===== config.mk =====
export PLATFORM = sky130hd
export DESIGN_NAME = mrcw_reset_clock_watchdog
export DESIGN_NICKNAME = d
export VERILOG_FILES = /design/src/hdl/mrcw_divider.v /design/src/hdl/mrcw_sync.v /design/src/hdl/mrcw_reset_clock_watchdog.v
export VERILOG_INCLUDE_DIRS = /design/src /design/src/inc
export SDC_FILE = /design/constraint.sdc
export NUM_CORES = 1
export LEC_CHECK = 0
export BUFFER_PORTS_ARGS = -buffer_cell sky130_fd_sc_hd__buf_4
export CAP_MARGIN = 20
export CORE_UTILIZATION = 50
export CTS_CLUSTER_DIAMETER = 200
export DETAILED_ROUTE_END_ITERATION = 6
export PLACE_DENSITY = 0.87
export SLEW_MARGIN = 20
export SYNTH_ARGS = -nofsm -noshare
export SYNTH_HDL_FRONTEND = slang
export SYNTH_HIERARCHICAL = 1
export SYNTH_SLANG_ARGS = --single-unit

===== constraint.sdc =====
create_clock -name clk -period 1.8 [get_ports clk]
set_input_delay 0.18 -clock clk [delete_from_list [all_inputs] [get_ports clk]]
set_output_delay 0.18 -clock clk [all_outputs]
set_load 0.01 [all_outputs]

===== src/inc/mrcw_map.vh =====
// Register map, reset values and timing constants of the reset, clock and watchdog block
`ifndef MRCW_MAP_VH
`define MRCW_MAP_VH
`define MRCW_ADDR_WDOG 8'hD8
`define MRCW_ADDR_STATUS 8'hDC
`define MRCW_WDOG_RESET 8'hFE
`define MRCW_WDOG_CNT_RST 7'h7F
`define MRCW_BIT_ACT 0
`define MRCW_BIT_SWRST 1
`define MRCW_CORE_DIV 4'hD
`define MRCW_WDOG_DIV 4'hC
`define MRCW_STAB_CYCLES 12'h800
`define MRCW_RESET_VECTOR 12'hFFE
`define MRCW_TIMER_CTRL_RST 8'h00
`define MRCW_TIMER_CNT_RST 8'hFF
`define MRCW_TIMER_PRE_RST 7'h7F
`define MRCW_OSC_START_CYCLES 8'h10
`endif


===== src/hdl/mrcw_divider.v =====
// Divide-by-N enable pulse generator
`timescale 1ns/10ps
module mrcw_divider (
	// Clock and reset
	input wire clk,
	input wire rst_b,
	// Control
	input wire run,
	input wire [3:0] divisor,
	// Pulse out
	output reg tick
);
	reg [3:0] count_reg;
	always @(posedge clk or negedge rst_b) begin
		if (!rst_b) begin
			count_reg <= 4'h0;
			tick <= 1'b0;
		end else if (!run) begin
			count_reg <= 4'h0;
			tick <= 1'b0;
		end else if (count_reg == divisor - 4'h1) begin
			count_reg <= 4'h0;
			tick <= 1'b1;
		end else begin
			count_reg <= count_reg + 4'h1;
			tick <= 1'b0;
		end
	end
endmodule // mrcw_divider


===== src/hdl/mrcw_sync.v =====
// Two-flop synchroniser for a level
`timescale 1ns/10ps
module mrcw_sync (
	// Clock and reset
	input wire clk,
	input wire rst_b,
	// Level
	input wire din,
	output reg dout
);
	reg meta;
	always @(posedge clk or negedge rst_b) begin
		if (!rst_b) begin
			meta <= 1'b0;
			dout <= 1'b0;
		end else begin
			meta <= din;
			dout <= meta;
		end
	end
endmodule // mrcw_sync


===== src/hdl/mrcw_reset_clock_watchdog.v =====
// Reset sequencer, clock dividers, watchdog and APB register slave
`timescale 1ns/10ps
`include "mrcw_map.vh"
module mrcw_reset_clock_watchdog (
	// Clock and power-on reset
	input wire clk,
	input wire rst_b,
	// Reset pin and option
	input wire resetPin_b,
	input wire hwWatchdogOpt,
	// Core status
	input wire stopRequest,
	input wire waitRequest,
	input wire wakeInterrupt,
	input wire coreMachineCycleDone,
	input wire returnFromInterrupt,
	input wire interruptPending,
	// APB
	input wire psel,
	input wire penable,
	input wire pwrite,
	input wire [7:0] paddr,
	input wire [31:0] pwdata,
	output reg [31:0] prdata,
	output reg pready,
	output reg pslverr,
	// Clock enables
	output reg coreTick,
	output reg wdogTick,
	// Reset outputs
	output reg coreReset,
	output reg ioPullupInputs,
	output reg oscRun,
	output reg stackClear,
	output reg [11:0] pcLoad,
	output reg nmiContext,
	output reg serviceInterrupt,
	output reg stopMode,
	output reg [7:0] timerCtrl,
	output reg [7:0] timerCount,
	output reg [6:0] timerPrescale
);
	localparam ST_OSC = 2'h0;
	localparam ST_HOLD = 2'h1;
	localparam ST_STAB = 2'h2;
	localparam ST_RUN = 2'h3;

	// Counter bits sit reversed in the register
	function [5:0] mrcw_reverse6;
		input [5:0] v;
		integer i;
		begin
			for (i = 0; i < 6; i = i + 1)
				mrcw_reverse6[i] = v[5 - i];
		end
	endfunction

	function mrcw_hit;
		input [7:0] a;
		input [7:0] match;
		begin
			mrcw_hit = (a == match);
		end
	endfunction

	wire pinLow;
	wire pinSync;
	wire coreTickW;
	wire wdogTickW;
	reg [1:0] state_reg;
	reg [11:0] stab_reg;
	reg [7:0] osc_reg;
	reg [6:0] wdCount_reg;
	reg wdActive_reg;
	reg wdFire_reg;
	reg wrPending_reg;
	reg [6:0] wrValue_reg;
	reg [1:0] state_next;
	reg [6:0] wdCount_next;

	mrcw_sync uPinSync (
		.clk(clk),
		.rst_b(rst_b),
		.din(resetPin_b),
		.dout(pinSync)
	);
	assign pinLow = ~pinSync;

	mrcw_divider uCoreDiv (
		.clk(clk),
		.rst_b(rst_b),
		.run(oscRun),
		.divisor(`MRCW_CORE_DIV),
		.tick(coreTickW)
	);
	mrcw_divider uWdogDiv (
		.clk(clk),
		.rst_b(rst_b),
		.run(oscRun),
		.divisor(`MRCW_WDOG_DIV),
		.tick(wdogTickW)
	);

	wire apbAccess = psel & penable & ~pready;
	wire hitWdog = mrcw_hit(paddr, `MRCW_ADDR_WDOG);
	wire hitStat = mrcw_hit(paddr, `MRCW_ADDR_STATUS);
	wire wdWrite = apbAccess & pwrite & hitWdog & (state_reg == ST_RUN);
	wire wdEnabled = wdActive_reg | hwWatchdogOpt;
	// Activate bit reads high whenever the hardware option forces it on
	wire [7:0] wdRegView = {mrcw_reverse6(wdCount_reg[5:0]), wdCount_reg[6],
		wdEnabled};
	wire [5:0] wrCounter = mrcw_reverse6(pwdata[7:2]);
	wire anyReset = pinLow | wdFire_reg;

	// Reset sequencer
	always @* begin
		state_next = state_reg;
		case (state_reg)
			ST_OSC: if (osc_reg == `MRCW_OSC_START_CYCLES)
				state_next = pinLow ? ST_HOLD : ST_STAB;
			ST_HOLD: if (!pinLow)
				state_next = ST_STAB;
			ST_STAB: if (pinLow)
				state_next = ST_HOLD;
			else if (stab_reg == `MRCW_STAB_CYCLES - 12'h1)
				state_next = ST_RUN;
			ST_RUN: if (anyReset)
				state_next = ST_HOLD;
			default: state_next = ST_OSC;
		endcase
	end

	always @(posedge clk or negedge rst_b) begin
		if (!rst_b) begin
			state_reg <= ST_OSC;
			stab_reg <= 12'h000;
			osc_reg <= 8'h00;
		end else begin
			state_reg <= state_next;
			if (state_reg == ST_OSC)
				osc_reg <= osc_reg + 8'h01;
			if (state_reg == ST_STAB && state_next == ST_STAB)
				stab_reg <= stab_reg + 12'h001;
			else
				stab_reg <= 12'h000;
		end
	end

	// Watchdog counter
	always @* begin
		wdCount_next = wdCount_reg;
		if (wdogTickW) begin
			if (wrPending_reg)
				wdCount_next = wrValue_reg;
			else
				wdCount_next = wdCount_reg - 7'h01;
		end
	end

	always @(posedge clk or negedge rst_b) begin
		if (!rst_b) begin
			wdCount_reg <= `MRCW_WDOG_CNT_RST;
			wdActive_reg <= 1'b0;
			wdFire_reg <= 1'b0;
			wrPending_reg <= 1'b0;
			wrValue_reg <= `MRCW_WDOG_CNT_RST;
		end else if (state_reg != ST_RUN) begin
			wdCount_reg <= `MRCW_WDOG_CNT_RST;
			wdActive_reg <= 1'b0;
			wdFire_reg <= 1'b0;
			wrPending_reg <= 1'b0;
		end else begin
			if (wdWrite && pwdata[`MRCW_BIT_ACT])
				wdActive_reg <= 1'b1;
			if (wdWrite) begin
				wrPending_reg <= 1'b1;
				wrValue_reg <= {pwdata[`MRCW_BIT_SWRST], wrCounter};
			end else if (wdogTickW)
				wrPending_reg <= 1'b0;
			if (!stopMode || hwWatchdogOpt)
				wdCount_reg <= wdCount_next;
			// Software reset bit cleared by write or underflow
			if (wdWrite && !pwdata[`MRCW_BIT_SWRST])
				wdFire_reg <= 1'b1;
			else if (wdEnabled && wdCount_reg[6] && !wdCount_next[6])
				wdFire_reg <= 1'b1;
		end
	end

	// APB slave, one wait state
	always @(posedge clk or negedge rst_b) begin
		if (!rst_b) begin
			pready <= 1'b0;
			pslverr <= 1'b0;
			prdata <= 32'h00000000;
		end else begin
			pready <= apbAccess;
			pslverr <= apbAccess & ~hitWdog & ~hitStat;
			if (apbAccess && !pwrite && hitWdog)
				prdata <= {24'h000000, wdRegView};
			else if (apbAccess && !pwrite && hitStat)
				prdata <= {28'h0000000, stopMode, nmiContext, wdEnabled, coreReset};
			else
				prdata <= 32'h00000000;
		end
	end

	// Core-facing outputs
	always @(posedge clk or negedge rst_b) begin
		if (!rst_b) begin
			coreTick <= 1'b0;
			wdogTick <= 1'b0;
			coreReset <= 1'b1;
			ioPullupInputs <= 1'b1;
			oscRun <= 1'b0;
			stackClear <= 1'b1;
			pcLoad <= `MRCW_RESET_VECTOR;
			nmiContext <= 1'b1;
			serviceInterrupt <= 1'b0;
			stopMode <= 1'b0;
			timerCtrl <= `MRCW_TIMER_CTRL_RST;
			timerCount <= `MRCW_TIMER_CNT_RST;
			timerPrescale <= `MRCW_TIMER_PRE_RST;
		end else begin
			coreTick <= coreTickW & (state_reg == ST_RUN);
			wdogTick <= wdogTickW;
			oscRun <= (state_reg != ST_OSC) | (osc_reg != 8'h00);
			serviceInterrupt <= 1'b0;
			if (state_next != ST_RUN) begin
				coreReset <= 1'b1;
				ioPullupInputs <= 1'b1;
				stackClear <= 1'b1;
				pcLoad <= `MRCW_RESET_VECTOR;
				nmiContext <= 1'b1;
				stopMode <= 1'b0;
				timerCtrl <= `MRCW_TIMER_CTRL_RST;
				timerCount <= `MRCW_TIMER_CNT_RST;
				timerPrescale <= `MRCW_TIMER_PRE_RST;
			end else begin
				coreReset <= 1'b0;
				ioPullupInputs <= 1'b0;
				stackClear <= 1'b0;
				if (returnFromInterrupt && coreMachineCycleDone && nmiContext) begin
					nmiContext <= 1'b0;
					serviceInterrupt <= interruptPending;
				end
				if (stopRequest && !wdEnabled)
					stopMode <= 1'b1;
				else if (wakeInterrupt)
					stopMode <= 1'b0;
			end
		end
	end
endmodule // mrcw_reset_clock_watchdog


==> metrics.cfg <==
[flow_run]
max-cap-violations=0

[final_layout]
final_nets=482
fraction_of_final_layout_cells_with_drive_strength_greater_than_1_pct=23.94
area.growth.synth_to_final_pct=15.09
finalNonFillerCells=522
final_cell_area_um2=4198
final_core_util_pct=60.78
largest_register_ff_count=12
num-fill-cells=558
antenna_cells=0

[hold_path]
hold_start=interruptPending
hp-class=primary input to flop

[clocking]
cts.clk_slew.worst_paths_ns=0.07
clock_latency_ns=0.34
clock_tree.root_cell=clkbuf_8
ctsHtreeMaxLevel=3
max-clock-path-buffers=2
post-cts-setup-buffer-count=0
cts_tree=built
cts_made_buffers=9
cts_sinks=68

[place]
finalWeightedCongestion=0.8331
port_buffers=46
number_of_instances_in_the_placed_design=504
dpl_wire_length_mm=4.605
placed_area_um2=3973
place_worst_setup_slack_ns=0.07764

[timing]
finalSetupViolCount=0
slew-limit-headroom_pct=65.68
final_critical_path_setup_slack_ns=0.09557
final.period_utilization_pct=94.69
max_freq_mhz=586.7
hold_viol_final=0
worstMarginPinSlew_ns=0.5114
finalClockSkew_ns=0.009960
rsz0062_at_grt=no
slew_limit_fails=0
period_needed_ns=1.704
totalNegativeSetupSlack_ns=0

[global_route]
maximum_number_of_pins_on_one_net_before_global_route_repair=33
grt_util_all_layers_pct=18.32
congestion_overflow_gr=0
vias_in_the_first_global_route=2349
grt_pass1_wl_mm=10.54
grt_antenna_before_repair=0

[detailed_routing]
first_pass_iters=4
post_drt_via_cell_ratio=4.822
detail-route-antenna-nets=0
via_count=2517
detail_route.drc_violations=0
drt_iter0_drc=133
routed_wl_mm=6.259
wl_per_cell_um=11.99

[setup_path]
slowest_stage=dfstp_2
cp_top_family=flip-flops
timing.rr.start=wdCount_reg[0]
critical_path.n_buffers_inverters=2
critical_path.max_fanout=4
arrival_ns=1.93
worstPathCellList=inv_1, ha_1, nor4b_1, buf_4, a2bb2oi_2, nor3_1, o31a_1
crit_path_start=wdCount_reg[0]
crit_path_end_kind=flop
worst_path_largest_cell_delay_ns=0.56
cp-start-kind=flop
timing.setup.critical_path_class=flop to flop
worst_ep_required_time_ns=2.03

[synthesis]
combined_area_of_all_synthesized_cells_um2=3647
async_reset_ff_share_pct=100.0
yosys_warnings=6
synth-edff-count=0
synthesis.area_per_instance_um2=10.54
synth_seq_cells=68
synth.yosys.seq_area_share_pct=47.20
number_of_instances_in_the_synthesized_netlist=346
synthFlopType=dfrtp_1
synth_cell_types=56

[floorplanning]
core_region_area_um2=6907
core.rowCount=30
io_pins=131
area_of_the_die_um2=7640
initial_utilization_pct=52.81
die-width_um=87.41
die_h_um=87.41

[power_and_ir_drop]
leakagePower_nw=2.000
cellPowerDensity_nw_per_um2=1043
worst_ir_drop_vdd_mv=0.5209

[status]
status=finished clean

final timing paths:
check                                        end  depth (start not counted)  slack [ns]
min in group asynchronous  uWdogDiv/count_reg[3]                          2        0.31
setup / recovery                      wdFire_reg                          7         0.1
setup reg to reg                      wdFire_reg                          7         0.1
hold reg to reg                    uPinSync/dout                          0        0.36
max in group asynchronous         wdCount_reg[2]                          3        0.84
hold / removal                  serviceInterrupt                          3        0.07
synthesized netlist by cell type (2+ instances only):
library cell | count | area (um2)
ha_1 | 8 | 100.1
xor3_2 | 2 | 50.05
conb_1 | 2 | 7.510
nor3_1 | 11 | 55.05
xnor2_1 | 20 | 175.2
a211oi_1 | 8 | 60.06
a31o_2 | 2 | 17.52
nand4b_1 | 2 | 17.52
dfrtp_1 | 52 | 1301
nor2_1 | 27 | 101.4
and3_1 | 5 | 31.28
nand3b_1 | 2 | 15.01
o21ai_0 | 12 | 60.06
nor2b_1 | 2 | 12.51
nor3_4 | 2 | 32.53
dfstp_2 | 16 | 420.4
nor4_1 | 4 | 25.02
a2bb2oi_1 | 3 | 26.28
nand2_1 | 16 | 60.06
clkbuf_1 | 3 | 11.26
mux2i_1 | 2 | 20.02
a21oi_1 | 7 | 35.03
inv_1 | 18 | 67.56
a22oi_1 | 2 | 15.01
mux2_2 | 7 | 78.83
nand4_1 | 7 | 43.79
a21o_1 | 2 | 15.01
nand3_1 | 5 | 25.02
xor2_1 | 8 | 70.07
nand2b_1 | 2 | 12.51
buf_4 | 61 | 457.9
and2_1 | 2 | 12.51
power breakdown:
| group | internal [mW] | switching, mW |
|---|---|---|
| Sequential | 1.76 | 0.253 |
| Combinational | 0.538 | 0.583 |
| Clock | 0.719 | 0.527 |
| Total | 3.02 | 1.36 |
through the flow:
| step | hold WS [ns] | total power, mW |
|---|---|---|
| final | 0.07116 | 4.380 |
| after global routing | 0.05905 | 4.664 |
| after CTS | 0.05585 | 4.412 |
| after detailed placement | 0.1373 | 3.143 |
| after global placement | 0.1320 | 3.075 |
| after floorplan | -0.1156 | 2.931 |
cell usage in the layout, fill, tap and decap left out, types with 2 or more instances in the layout:
| cell | count |
|---|---|
| a211oi_1 | 8 |
| a21o_1 | 2 |
| a21oi_1 | 7 |
| a22oi_1 | 2 |
| a2bb2oi_1 | 2 |
| a31o_2 | 2 |
| and2_1 | 2 |
| and3_1 | 5 |
| buf_4 | 54 |
| clkbuf_1 | 4 |
| clkbuf_8 | 11 |
| conb_1 | 75 |
| dfrtp_1 | 52 |
| dfstp_2 | 16 |
| dlygate4sd3_1 | 2 |
| ha_1 | 8 |
| inv_1 | 18 |
| mux2_2 | 7 |
| mux2i_1 | 2 |
| nand2_1 | 16 |
| nand3_1 | 5 |
| nand3b_1 | 2 |
| nand4_1 | 7 |
| nand4b_1 | 2 |
| nor2_1 | 27 |
| nor2b_1 | 2 |
| nor3_1 | 11 |
| nor3_4 | 2 |
| nor4_1 | 4 |
| o21ai_0 | 12 |
| xnor2_1 | 20 |
| xor2_1 | 8 |
| xor3_2 | 2 |
logic make-up after synthesis:
group | Yosys count | synth area share, %
flip-flops | 68 | 47.20
multiplexers | 9 | 2.710
AND/OR/NAND/NOR | 98 | 15.20
AO/OA/AOI/OAI | 48 | 8.988
other | 2 | 0.2059
buffers and inverters | 83 | 14.85
adder cells (fa/ha/maj) | 8 | 2.745
XOR/XNOR | 30 | 8.096
layer usage:
layer  vias up  global-route usage, %  wire (um)
li1       1211                      -          -
met1      1213                  21.60       2636
met2        83                  30.82       3211
met3        10                  4.739        296
met4         0                  9.389        114
met5         -                      0          0
tightest hold or removal path: cells and delay by family:
family,cells,cell delay [ns]
buf+inv,1,0.11
simple gates,2,0.09
cell type report:
type | count | area [um2] | area share [%]
clock buffer | 15 | 166.4 | 3.964
clock inverter | 1 | 30.03 | 0.7153
inverter | 18 | 67.56 | 1.610
multi-input combinational | 268 | 1667 | 39.70
sequential | 68 | 1722 | 41.01
tap | 96 | 120.1 | 2.861
timing repair buffer | 56 | 425.4 | 10.13
timing repair:
action,4_1_cts,5_1_grt
endpoints found under the setup margin,0,10
hold endpoints to repair,31,0
hold buffers,2,0
gates resized for setup,0,2
No activity file was read; power rests on OpenSTA's default activity.
